## src/design/sfe_pkg.sv

```systemverilog
`default_nettype none
package sfe_pkg;
   // Frame geometry
   localparam int FRAME_LEN = 160;
   localparam int SEG_LEN   = 40;
   localparam int NUM_SEG   = 4;
   // Input scaling and filter shifts
   localparam int DOWN_SHR  = 3;
   localparam int UP_SHL    = 2;
   localparam int FILT_SHR  = 15;
   // Filter and rounding constants (32735, 16384)
   localparam logic signed [15:0] HPF_COEF   = 16'sh7fdf;
   localparam logic signed [31:0] ROUND_HALF = 32'sh0000_4000;
   // Saturation limits
   localparam logic signed [15:0] MAX16 = 16'sh7fff;
   localparam logic signed [15:0] MIN16 = 16'sh8000;
   localparam logic signed [31:0] MAX32 = 32'sh7fff_ffff;
   localparam logic signed [31:0] MIN32 = 32'sh8000_0000;
   // Home-state values
   localparam logic signed [15:0] PREV_RST = 16'sh0000;
   localparam logic signed [31:0] RECF_RST = 32'sh0000_0000;

   typedef enum logic [3:0] {
      OP_ADD, OP_SUB, OP_MULT, OP_MULT_R, OP_ABS, OP_DIV,
      OP_WMULT, OP_WADD, OP_WSUB, OP_SHL, OP_SHR, OP_WSHL,
      OP_WSHR, OP_DEPOSIT, OP_EXTRACT
   } sfe_op_t;

   // Sample word with its frame marker
   typedef struct packed {
      logic               last;
      logic signed [15:0] data;
   } sfe_smp_t;

   // Arithmetic request
   typedef struct packed {
      sfe_op_t            code;
      logic signed [31:0] a;
      logic signed [31:0] b;
   } sfe_req_t;

   function automatic logic signed [15:0] sfe_add
      (input logic signed [15:0] a, input logic signed [15:0] b);
      logic signed [16:0] s;
      s = {a[15], a} + {b[15], b};
      if (s[16] != s[15]) return s[16] ? MIN16 : MAX16;
      return s[15:0];
   endfunction : sfe_add

   function automatic logic signed [15:0] sfe_sub
      (input logic signed [15:0] a, input logic signed [15:0] b);
      logic signed [16:0] s;
      s = {a[15], a} - {b[15], b};
      if (s[16] != s[15]) return s[16] ? MIN16 : MAX16;
      return s[15:0];
   endfunction : sfe_sub

   function automatic logic signed [15:0] sfe_mult
      (input logic signed [15:0] a, input logic signed [15:0] b,
       input logic rnd);
      logic signed [31:0] p;
      p = a * b;
      if (rnd) p = p + ROUND_HALF;
      if (a == MIN16 && b == MIN16) return MAX16;
      return p[30:15];
   endfunction : sfe_mult

   function automatic logic signed [15:0] sfe_abs
      (input logic signed [15:0] a);
      if (a == MIN16) return MAX16;
      return a[15] ? -a : a;
   endfunction : sfe_abs

   // Restoring division, 15 quotient bits; equal operands give 32767
   function automatic logic signed [15:0] sfe_div
      (input logic signed [15:0] n, input logic signed [15:0] d);
      logic [31:0] r;
      logic [15:0] q;
      r = {16'h0000, n};
      q = 16'h0000;
      for (int k = 0; k < 15; k++) begin
         q = {q[14:0], 1'b0};
         r = {r[30:0], 1'b0};
         if (r >= {16'h0000, d}) begin
            r = r - {16'h0000, d};
            q = q | 16'h0001;
         end
      end
      return q;
   endfunction : sfe_div

   function automatic logic signed [31:0] sfe_wmult
      (input logic signed [15:0] a, input logic signed [15:0] b);
      logic signed [31:0] p;
      p = a * b;
      return {p[30:0], 1'b0};
   endfunction : sfe_wmult

   function automatic logic signed [31:0] sfe_wadd
      (input logic signed [31:0] a, input logic signed [31:0] b);
      logic signed [32:0] s;
      s = {a[31], a} + {b[31], b};
      if (s[32] != s[31]) return s[32] ? MIN32 : MAX32;
      return s[31:0];
   endfunction : sfe_wadd

   function automatic logic signed [31:0] sfe_wsub
      (input logic signed [31:0] a, input logic signed [31:0] b);
      logic signed [32:0] s;
      s = {a[31], a} - {b[31], b};
      if (s[32] != s[31]) return s[32] ? MIN32 : MAX32;
      return s[31:0];
   endfunction : sfe_wsub

   function automatic logic signed [31:0] sfe_ext
      (input logic signed [15:0] a);
      return {{16{a[15]}}, a};
   endfunction : sfe_ext

   // Shift of a 32-bit value; left=1 means left for a positive count
   function automatic logic signed [31:0] sfe_shift
      (input logic signed [31:0] a, input logic signed [15:0] n,
       input logic left);
      logic [16:0] m;
      logic        go_left;
      m       = n[15] ? 17'(-{n[15], n}) : {1'b0, n};
      go_left = left ^ n[15];
      return go_left ? (a <<< m) : (a >>> m);
   endfunction : sfe_shift
endpackage : sfe_pkg
`default_nettype wire

```

## src/design/sfe_frontend.sv

```systemverilog
// What this block does
// - 16-bit add and subtract clamp to +32767 or -32768, never wrap.
// - Scaled multiply gives product shifted right 15; -32768 squared gives 32767.
// - Rounded multiply adds 16384 before shifting 15; corner saturates to 32767.
// - Absolute value of 16-bit input; -32768 gives 32767.
// - Fractional divide of positive num by larger-or-equal denominator; equal gives 32767.
// - Wide product is 32-bit multiply shifted left by one.
// - 32-bit add and subtract clamp to 2147483647 or -2147483648.
// - 16-bit into 32-bit sign-extends through the upper half.
// - 32-bit into 16-bit keeps low half only, no saturation.
// - Constants in 32-bit operations are sign-extended first.
// - Right shift arithmetic, left zero-fill; negative count reverses direction.
// - Only 13 valid sample bits are used; low 3 bits ignored.
// - Input handled in 160-sample frames of four 40-sample segments.
// - Frame-level results delivered once per frame, covering all 160 samples.
// - Each of four segments is marked for the per-segment parameter stages.
// - Sample shifted right by 3 then left by 2 before filtering.
// - Non-recursive part: saturated difference to previous sample, then store it.
// - Recursive part: 31x16 multiply by 32735 forms new 32-bit state.
// - Output is saturated state plus 16384, shifted right by 15.
// - Previous sample and recursive state persist across frames, zero at reset.
// - Homing returns filter and frame state to zero before the next frame.
`default_nettype none
module sfe_frontend
   import sfe_pkg::*;
#(
   parameter int FRAME_SAMPLES = FRAME_LEN
) (
   // Clock and reset
   input  wire logic        i_ref_clk,
   input  wire logic        i_sys_rst,
   // Homing request
   input  wire logic        i_home,
   // Raw sample input
   input  wire logic        i_in_valid,
   input  wire logic        i_in_first,
   input  wire logic [15:0] i_in_data,
   output logic             o_in_ready,
   // Filtered sample output
   output logic             o_out_valid,
   output logic             o_out_last,
   output logic [15:0]      o_out_data,
   input  wire logic        i_out_ready,
   // Frame progress
   output logic             o_seg_done,
   output logic [1:0]       o_seg_idx,
   output logic             o_frame_done,
   // Arithmetic unit
   input  wire logic        i_op_valid,
   input  wire logic [3:0]  i_op_code,
   input  wire logic [31:0] i_op_a,
   input  wire logic [31:0] i_op_b,
   output logic             o_op_done,
   output logic [31:0]      o_op_res
);

   typedef struct packed {
      logic signed [15:0] prev_input_state;
      logic signed [31:0] recursive_filter_state;
      logic [5:0]         pos;
      logic [1:0]         seg;
      logic [1:0]         cnt;
      sfe_smp_t           buf0;
      sfe_smp_t           buf1;
      logic [1:0]         seg_idx;
      logic               seg_done;
      logic               frame_done;
      logic               op_done;
      logic signed [31:0] op_res;
   } sfe_state_t;

   sfe_state_t st_ff;
   sfe_state_t nxt_st;

   logic               accept;
   logic               pop;
   logic signed [15:0] so;
   logic signed [15:0] s1;
   logic signed [31:0] ls2;
   logic signed [15:0] msp;
   logic signed [31:0] lsp;
   logic signed [15:0] lsp_tmp;
   logic signed [31:0] new_state;
   logic signed [15:0] sof;
   logic [5:0]         pos_cur;
   logic [1:0]         seg_cur;
   logic               seg_end;
   logic               frame_end;
   sfe_req_t           req;
   logic signed [15:0] a16;
   logic signed [15:0] b16;
   logic signed [31:0] op_val;

   // Handshakes; homing blocks intake so no sample straddles it
   assign o_in_ready  = (st_ff.cnt != 2'd2) && !i_home;
   assign accept      = i_in_valid && o_in_ready;
   assign pop         = o_out_valid && i_out_ready;
   assign o_out_valid = (st_ff.cnt != 2'd0);
   assign o_out_data  = st_ff.buf0.data;
   assign o_out_last  = st_ff.buf0.last;
   assign o_seg_done  = st_ff.seg_done;
   assign o_seg_idx   = st_ff.seg_idx;
   assign o_frame_done = st_ff.frame_done;
   assign o_op_done   = st_ff.op_done;
   assign o_op_res    = st_ff.op_res;

   // Offset compensation datapath, one sample per cycle
   always_comb begin
      // Low 3 bits never reach the arithmetic
      so = 16'(sfe_ext(16'($signed(i_in_data) >>> DOWN_SHR))
               <<< UP_SHL);
      s1 = sfe_sub(so, st_ff.prev_input_state);
      ls2 = sfe_ext(s1) <<< FILT_SHR;
      msp = 16'(st_ff.recursive_filter_state >>> FILT_SHR);
      lsp = sfe_wsub(st_ff.recursive_filter_state,
                     sfe_ext(msp) <<< FILT_SHR);
      lsp_tmp = sfe_mult(lsp[15:0], HPF_COEF, 1'b1);
      ls2 = sfe_wadd(ls2, sfe_ext(lsp_tmp));
      new_state = sfe_wadd(sfe_wmult(msp, HPF_COEF) >>> 1, ls2);
      sof = 16'(sfe_wadd(new_state, ROUND_HALF) >>> FILT_SHR);
   end

   // Position in frame; the marker resynchronises the count
   always_comb begin
      pos_cur   = i_in_first ? 6'h00 : st_ff.pos;
      seg_cur   = i_in_first ? 2'h0 : st_ff.seg;
      seg_end   = (pos_cur == 6'(SEG_LEN - 1));
      frame_end = seg_end &&
                  (seg_cur == 2'(FRAME_SAMPLES / SEG_LEN - 1));
   end

   // Arithmetic unit operand views
   always_comb begin
      req    = '{code: sfe_op_t'(i_op_code), a: i_op_a, b: i_op_b};
      a16    = req.a[15:0];
      b16    = req.b[15:0];
      op_val = 32'h0000_0000;
      case (req.code)
         OP_ADD:     op_val = sfe_ext(sfe_add(a16, b16));
         OP_SUB:     op_val = sfe_ext(sfe_sub(a16, b16));
         OP_MULT:    op_val = sfe_ext(sfe_mult(a16, b16, 1'b0));
         OP_MULT_R:  op_val = sfe_ext(sfe_mult(a16, b16, 1'b1));
         OP_ABS:     op_val = sfe_ext(sfe_abs(a16));
         OP_DIV:     op_val = sfe_ext(sfe_div(a16, b16));
         OP_WMULT:   op_val = sfe_wmult(a16, b16);
         OP_WADD:    op_val = sfe_wadd(req.a, req.b);
         OP_WSUB:    op_val = sfe_wsub(req.a, req.b);
         OP_SHL:     op_val = sfe_ext(16'(sfe_shift(sfe_ext(a16),
                                      b16, 1'b1)));
         OP_SHR:     op_val = sfe_ext(16'(sfe_shift(sfe_ext(a16),
                                      b16, 1'b0)));
         OP_WSHL:    op_val = sfe_shift(req.a, b16, 1'b1);
         OP_WSHR:    op_val = sfe_shift(req.a, b16, 1'b0);
         OP_DEPOSIT: op_val = sfe_ext(a16);
         OP_EXTRACT: op_val = {16'h0000, a16};
         default:    op_val = 32'h0000_0000;
      endcase
   end

   // Next-state: buffer, filter memory, counters, strobes
   always_comb begin
      nxt_st            = st_ff;
      nxt_st.seg_done   = 1'b0;
      nxt_st.frame_done = 1'b0;
      nxt_st.op_done    = i_op_valid;
      if (i_op_valid) begin
         nxt_st.op_res = op_val;
      end
      // Two-entry skid: a stalled reader loses nothing
      if (pop) begin
         nxt_st.buf0 = st_ff.buf1;
         nxt_st.cnt  = st_ff.cnt - 2'd1;
      end
      if (accept) begin
         if (nxt_st.cnt == 2'd0) begin
            nxt_st.buf0 = '{last: frame_end, data: sof};
         end else begin
            nxt_st.buf1 = '{last: frame_end, data: sof};
         end
         nxt_st.cnt = nxt_st.cnt + 2'd1;
         // Filter memory carries over frame boundaries
         nxt_st.prev_input_state       = so;
         nxt_st.recursive_filter_state = new_state;
         nxt_st.pos        = seg_end ? 6'h00 : pos_cur + 6'h01;
         nxt_st.seg        = seg_end ? (frame_end ? 2'h0 :
                             seg_cur + 2'h1) : seg_cur;
         nxt_st.seg_done   = seg_end;
         nxt_st.seg_idx    = seg_cur;
         nxt_st.frame_done = frame_end;
      end
      // Homing zeroes the filter and realigns the frame
      if (i_home) begin
         nxt_st.prev_input_state       = PREV_RST;
         nxt_st.recursive_filter_state = RECF_RST;
         nxt_st.pos = 6'h00;
         nxt_st.seg = 2'h0;
      end
   end

   // State register; reset is the home state
   always_ff @(posedge i_ref_clk) begin
      if (i_sys_rst) begin
         st_ff <= '0;
      end else begin
         st_ff <= nxt_st;
      end
   end
endmodule : sfe_frontend
`default_nettype wire

```

## config.mk

```make
export PLATFORM = sky130hd
export DESIGN_NAME = sfe_frontend
export DESIGN_NICKNAME = d
export VERILOG_FILES = /design/src/design/sfe_pkg.sv /design/src/design/sfe_frontend.sv
export SDC_FILE = /design/constraint.sdc
export NUM_CORES = 2
export LEC_CHECK = 0
export CAP_MARGIN = 30
export CORE_MARGIN = 4
export CORE_UTILIZATION = 41
export CTS_BUF_LIST = sky130_fd_sc_hd__clkbuf_4 sky130_fd_sc_hd__clkbuf_8
export DETAILED_ROUTE_END_ITERATION = 10
export DONT_BUFFER_PORTS = 1
export GPL_ROUTABILITY_DRIVEN = 0
export PLACE_DENSITY = 0.52
export SYNTH_ARGS = -nofsm -noshare
export SYNTH_HDL_FRONTEND = slang
export SYNTH_SLANG_ARGS = --single-unit
```

## constraint.sdc

```tcl
create_clock -name i_ref_clk -period 63 [get_ports i_ref_clk]
set_input_delay 3.15 -clock i_ref_clk [delete_from_list [all_inputs] [get_ports i_ref_clk]]
set_output_delay 3.15 -clock i_ref_clk [all_outputs]
set_load 0.005 [all_outputs]
```

# ---- After elaboration in Yosys (flattened, before gate mapping)
# Index checks and enable logic that the tools add are counted.
dict set report word_totals {
  register_bits 126
  latch_bits 0
  ram_bits 0
  romBits 0
  out_inout_bits 56
  memories 0
}
dict set report classes {
  n_addsub 31
  mul 3
  n_div 0
  order_cmp 15
  eq_ne 28
  n_shift 4
  n_mux 109
  bitwise_logic 2
  reduce_logical 12
}
# cell count
set op_table {}
lappend op_table {{31-bit two-way mux} 31}
lappend op_table {{32-bit case mux with 15 select lines} 1}
lappend op_table {{32-bit by 16-bit greater-or-equal comparator with 1-bit output} 14}
lappend op_table {{32-bit two-way mux} 14}
lappend op_table {{31-bit by 16-bit subtractor with 31-bit output} 13}
lappend op_table {{16-bit two-way mux} 20}
lappend op_table {{31-bit by 16-bit adder with 31-bit output (second input constant)} 2}
lappend op_table {{16-bit by 16-bit multiplier with 31-bit output (second input constant)} 2}
lappend op_table {{17-bit two-way mux} 3}
lappend op_table {{40-bit two-way mux} 1}
lappend op_table {{31-bit by 32-bit adder with 33-bit output} 1}
lappend op_table {{32-bit by 16-bit adder with 33-bit output (second input constant)} 1}
lappend op_table {{32-bit by 32-bit adder with 33-bit output} 1}
lappend op_table {{1-bit two-way mux} 33}
lappend op_table {{32-bit by 31-bit subtractor with 33-bit output} 1}
lappend op_table {{32-bit by 32-bit subtractor with 33-bit output} 1}
lappend op_table {{31-bit by 16-bit adder with 32-bit output} 1}
lappend op_table {{16-bit == test (second input constant)} 2}
lappend op_table {{32-bit by 17-bit <<< shifter with 32-bit output} 1}
lappend op_table {{32-bit by 17-bit >>> shifter with 32-bit output} 1}
lappend op_table {{16-bit by 16-bit multiplier with 31-bit output} 1}
lappend op_table {{4-bit == test (second input constant)} 7}
lappend op_table {{19-bit two-way mux} 1}
lappend op_table {{17-bit by 16-bit subtractor with 18-bit output} 1}
lappend op_table {{28 further kinds} 50}

# ---- Logic depth before layout (Yosys ltp)
dict set report logic_depth {
  ltp_word 45
  mapped_depth 304
}

# ---- Least setup slack after synthesis
# OpenSTA, ideal clock, no wires.
dict set report synth_timing {
  path_kind {input-to-reg}
  start {in i_op_b[0]}
  end {reg st_ff (netlist bit o_op_res[0])}
  setup_time_ns 0.143
  t_arrival_ns 55.828
  required_ns 62.857
  slack_ns 7.029
  stages 299
  path_buffers 44
  cell_sequence {clkbuf_1 -> clkinv_1 -> buf_1 -> clkbuf_1 -> clkbuf_1 -> clkbuf_1 -> buf_1 -> clkbuf_1 -> fa_1 -> nor3_1 -> o211ai_1 -> nand4_1 -> nand2_1 -> clkbuf_1 -> clkbuf_1 -> nor2_1 -> a21oi_1 -> ha_1 -> (+263 left out) -> a21oi_1 -> nand4_1 -> nor3_4 -> clkbuf_1 -> nand2_1 -> o21ai_1 -> ha_1 -> a21o_1 -> a21o_1 -> a21oi_1 -> nor2_1 -> a211oi_1 -> nor2_1 -> nor4_1 -> o2111ai_1 -> a2111oi_0 -> o2111a_1 -> a41oi_1}
}
dict set report synth_between {
  elab_chain_len 45
  elab_cells_between_ends 106
}
# item line
set synth_rtl {}
lappend synth_rtl {{start: declaration} sfe_frontend.sv:52} ;# input wire logic [31:0] i_op_b,
lappend synth_rtl {{17-bit by 16-bit subtractor with 18-bit output / 17-bit by 16-bit greater-or-equal comparator with 1-bit output (equally long branches)} {sfe_pkg.sv:85, sfe_pkg.sv:84}}
lappend synth_rtl {{31-bit two-way mux} sfe_pkg.sv:84} ;# if (r >= {16'h0000, d}) begin
lappend synth_rtl {{31-bit two-way mux} sfe_frontend.sv:138} ;# case (req.code)
lappend synth_rtl {{31-bit by 16-bit subtractor with 31-bit output / 32-bit by 16-bit greater-or-equal comparator with 1-bit output (equally long branches)} {sfe_pkg.sv:85, sfe_pkg.sv:84}}
lappend synth_rtl {{31-bit two-way mux} sfe_pkg.sv:84}
lappend synth_rtl {{31-bit two-way mux} sfe_frontend.sv:138}
lappend synth_rtl {{31-bit by 16-bit subtractor with 31-bit output / 32-bit by 16-bit greater-or-equal comparator with 1-bit output (equally long branches)} {sfe_pkg.sv:85, sfe_pkg.sv:84}}
lappend synth_rtl {{31-bit two-way mux} sfe_pkg.sv:84}
lappend synth_rtl {{(+29 left out)} -}
lappend synth_rtl {{31-bit two-way mux} sfe_pkg.sv:84}
lappend synth_rtl {{31-bit two-way mux} sfe_frontend.sv:138}
lappend synth_rtl {{31-bit by 16-bit subtractor with 31-bit output / 32-bit by 16-bit greater-or-equal comparator with 1-bit output (equally long branches)} {sfe_pkg.sv:85, sfe_pkg.sv:84}}
lappend synth_rtl {{31-bit two-way mux} sfe_pkg.sv:84}
lappend synth_rtl {{31-bit two-way mux} sfe_frontend.sv:138}
lappend synth_rtl {{32-bit by 16-bit greater-or-equal comparator with 1-bit output} sfe_pkg.sv:84}
lappend synth_rtl {{1-bit two-way mux} sfe_pkg.sv:84}
lappend synth_rtl {{32-bit case mux with 15 select lines (*)} sfe_frontend.sv:138}
lappend synth_rtl {{end signal: assignment} sfe_frontend.sv:205} ;# st_ff <= nxt_st;
lappend synth_rtl {{end: declaration} sfe_frontend.sv:72} ;# sfe_state_t st_ff;
# Every way passes the cells marked *; elsewhere a longest branch is shown, timed or not. The select of a mux whose other input is x is not followed.
# A chain may end at the register's enable or synchronous reset.

# ---- Final worst setup path
dict set report layout_timing {
  start {in i_op_a[14]}
  end {reg st_ff (netlist bit o_op_res[0])}
}
dict set report layout_between {
  elab_chain_len 45
  elab_cells_between_ends 107
}
# item line
set layout_rtl {}
lappend layout_rtl {{start: declaration} sfe_frontend.sv:51} ;# input wire logic [31:0] i_op_a,
lappend layout_rtl {{17-bit by 16-bit subtractor with 18-bit output / 17-bit by 16-bit greater-or-equal comparator with 1-bit output (equally long branches)} {sfe_pkg.sv:85, sfe_pkg.sv:84}}
lappend layout_rtl {{31-bit two-way mux} sfe_pkg.sv:84}
lappend layout_rtl {{31-bit two-way mux} sfe_frontend.sv:138}
lappend layout_rtl {{31-bit by 16-bit subtractor with 31-bit output / 32-bit by 16-bit greater-or-equal comparator with 1-bit output (equally long branches)} {sfe_pkg.sv:85, sfe_pkg.sv:84}}
lappend layout_rtl {{31-bit two-way mux} sfe_pkg.sv:84}
lappend layout_rtl {{31-bit two-way mux} sfe_frontend.sv:138}
lappend layout_rtl {{31-bit by 16-bit subtractor with 31-bit output / 32-bit by 16-bit greater-or-equal comparator with 1-bit output (equally long branches)} {sfe_pkg.sv:85, sfe_pkg.sv:84}}
lappend layout_rtl {{31-bit two-way mux} sfe_pkg.sv:84}
lappend layout_rtl {{(+29 left out)} -}
lappend layout_rtl {{31-bit two-way mux} sfe_pkg.sv:84}
lappend layout_rtl {{31-bit two-way mux} sfe_frontend.sv:138}
lappend layout_rtl {{31-bit by 16-bit subtractor with 31-bit output / 32-bit by 16-bit greater-or-equal comparator with 1-bit output (equally long branches)} {sfe_pkg.sv:85, sfe_pkg.sv:84}}
lappend layout_rtl {{31-bit two-way mux} sfe_pkg.sv:84}
lappend layout_rtl {{31-bit two-way mux} sfe_frontend.sv:138}
lappend layout_rtl {{32-bit by 16-bit greater-or-equal comparator with 1-bit output} sfe_pkg.sv:84}
lappend layout_rtl {{1-bit two-way mux} sfe_pkg.sv:84}
lappend layout_rtl {{32-bit case mux with 15 select lines (*)} sfe_frontend.sv:138}
# Marked as above.

==> run_results.csv <==
group,metric,value,unit
clock_network,cts_tree,"done",
layout,drive_above_1_share,4.44,%
setup_path,end_kind,"register",
timing,slew_headroom,28.5,%
setup_path,critPathSlowestCell,"nor3_4",
setup_path,reg2reg_from,"msp[15]",
drt,post_drt_wl_per_cell,20.5,um
timing,min_period_over_period,91.2,%
placed_design,dp_cells,8875,
synthesis,synth.net_count,8691,
floorplan,initial_core_util,41.4,%
layout,fill_cells,14000,
floorplan,die_w,376,um
synthesis,ys_types,127,
synthesis,yosysWarningCount,0,
setup_path,startpoint,"i_op_a[14]",
synthesis,synth_top_area_share,20.7,%
drt,routed_wl,183,mm
timing,fin_hold_ws,0.459,ns
clock_network,cts-root-buf,"clkbuf_8",
synthesis,synth_area_leader_cell,"fa_1",
clock_network,cts.sinks,126,
layout,area_growth,3.88,%
placed_design,dpl.hpwl,146,mm
global_routing,grt_pass1_wl,288,mm
setup_path,start_kind,"input port",
timing,fmax,17.4,MHz
synthesis,synthTopCellsByCount,"inv_1 (920), nor2_1 (688), ha_1 (682), nand2_1 (612), a21oi_1 (611)",
clock_network,cts_inserted_buffers,17,
placed_design,place_ws,2.76,ns
floorplan,die_height,376,um
setup_path,worstPathMaxFanout,29,
drt,first_pass_iters,6,
worst_hold_path,worstHoldStart,"st_ff[124]",
global_routing,grt_usage,25.5,%
clock_network,clk_latency,0.60,ns
synthesis,synth_area_leaders,"fa_1 (21%), ha_1 (15%), inv_1 (6.2%)",
layout,layoutNonFillerInstCount,8921,
run_status,outcome,"finished clean",
synthesis,post-synth-top-count-cell,"inv_1",
drt,route.detailed.drc,0,
timing,fin_crit,57.44,ns
setup_path,cp.required,63.42,ns
synthesis,synth_seq_area_share,4.55,%
setup_path,critPathArrivalTime,57.86,ns
synthesis,synth_cells,7344,
layout,nets,8481,
global_routing,grt-ovfl-total,0,
floorplan,rows,134,
clock_network,cts.path.max_buffers,2,
global_routing,grt_max_degree,90,
timing,setup-violations-final,0,
synthesis,syn_area_per_cell,7.55,um2
floorplan,core-area,134000,um2
drt,ant_nets,0,
timing,timing_hold_violations_final,0,
synthesis,syn_area,55500,um2
placed_design,portBuffers,0,
clock_network,htreeDepth,4,
worst_hold_path,worstHoldPathType,"register to register",
timing,tightest_slew,1.07,ns
global_routing,antenna_found_initial,6,
synthesis,async_flop_share,0,%
timing,slew_viol_final,0,
timing,layout_setup_ws,5.56,ns
drt,vias,51100,
floorplan,io_pins,147,
setup_path,cp_common_cell,"a21o_1",
setup_path,max_stage_delay,0.56,ns
clock_network,path_clk_slew,0.10,ns
clock_network,cts_hold_buf,0,
timing,skew,0.0535,ns
synthesis,synth-edff-count,0,
global_routing,first_global_vias,50600,
setup_path,crit_type,"input port to register",
drt,drtIter0Drc,3807,
job,cap_violations,0,
drt,vias_per_cell,5.73,
synthesis,synth_seq_cells,126,
synthesis,ys.flop_type,"dfxtp_1",
floorplan,dieArea,141000,um2
[logic make-up (layout without fill, tap and decap cells)]
kind of cell / after synthesis / in the layout / share of synthesized area [%]
AOI/OAI and AO/OA: 2015 / 2015 / 23.3
xor gates and xnor gates: 394 / 394 / 6.25
adders and majority gates: 1256 / 1256 / 36.1
buffers and inverters: 1265 / 1068 / 8.98
DFF: 126 / 126 / 4.55
muxes: 134 / 134 / 2.52
other: 1 / 7 / 0.00676
and+or+nand+nor: 2153 / 2153 / 18.3
[repair_timing]
action,in CTS,in global routing
hold endpoints to repair,0,0
buffers inserted,0,7
gates resized for setup,0,8
endpoints found under the setup margin,0,1
[layout by cell type, fill, tap and decap left out, types with 117 or more instances in the layout]
cell type,Yosys,routed
nor2_1,688,684
xnor2_1,275,267
a21oi_1,611,610
nand2_1,612,610
fa_1,574,574
dfxtp_1,126,125
o21ai_0,435,434
ha_1,682,682
nand3_1,118,118
xor2_1,117,117
inv_1,920,919
nor3_1,156,154
a21o_1,182,182
nand2b_1,129,129
[through the flow]
step / cell area, um2 / utilization (%) / setup TNS (ns)
detailed placement: 57100 / 42.6 / 0
finish: 57600 / 43.0 / 0
global placement: 57000 / 42.6 / 0
CTS: 57500 / 42.9 / 0
global route: 57600 / 43.0 / -0.0175
floorplan: 55500 / - / 0
[worst paths after layout]
path                                  endpoint  slack, ns  cells after the start
worst min-delay path                st_ff[124]       0.46                      2
worst max register to register  o_out_data[12]      43.66                     76
worst min register to register      st_ff[124]       0.46                      2
worst max-delay path               o_op_res[0]       5.56                    266
[routing by layer]
metal,wire length [um],vias up,global-route usage [%]
met3,11600,285,4.40
li1,-,24700,-
met2,86700,1393,44.0
met1,78800,24700,33.1
met4,5350,0,6.74
met5,0,-,0
[worst max-delay path: cells and delay by family]
kind / cells / cell delay (ns)
adder cells (fa/ha/maj): 15 / 5.00
AND/OR/NAND/NOR: 74 / 15.17
buffers and inverters: 17 / 3.20
AO/OA/AOI/OAI: 159 / 30.81
multiplexers: 1 / 0.40
[flip-flops by register name (all words and copies together) (netlist names)]
name / flops
st_ff: 56
o_op_res: 32
msp: 16
o_out_data: 16
o_seg_idx: 2
o_frame_done: 1
o_op_done: 1
o_out_last: 1
o_seg_done: 1
[cell type report]
class	count	area [um2]	share of cell area (%)
sequential	126	2520	4.38
multi-input combinational	5953	48100	83.5
antenna	6	15.0	0.0261
clock buffer	17	234	0.406
timing repair buffer	112	872	1.51
clock inverter	15	195	0.339
tap	1768	2210	3.84
inverter	924	3470	6.02
Power is left out: the tool's default activity adds up to more than one toggle a clock period on the data nets, which glitch-free logic cannot reach.
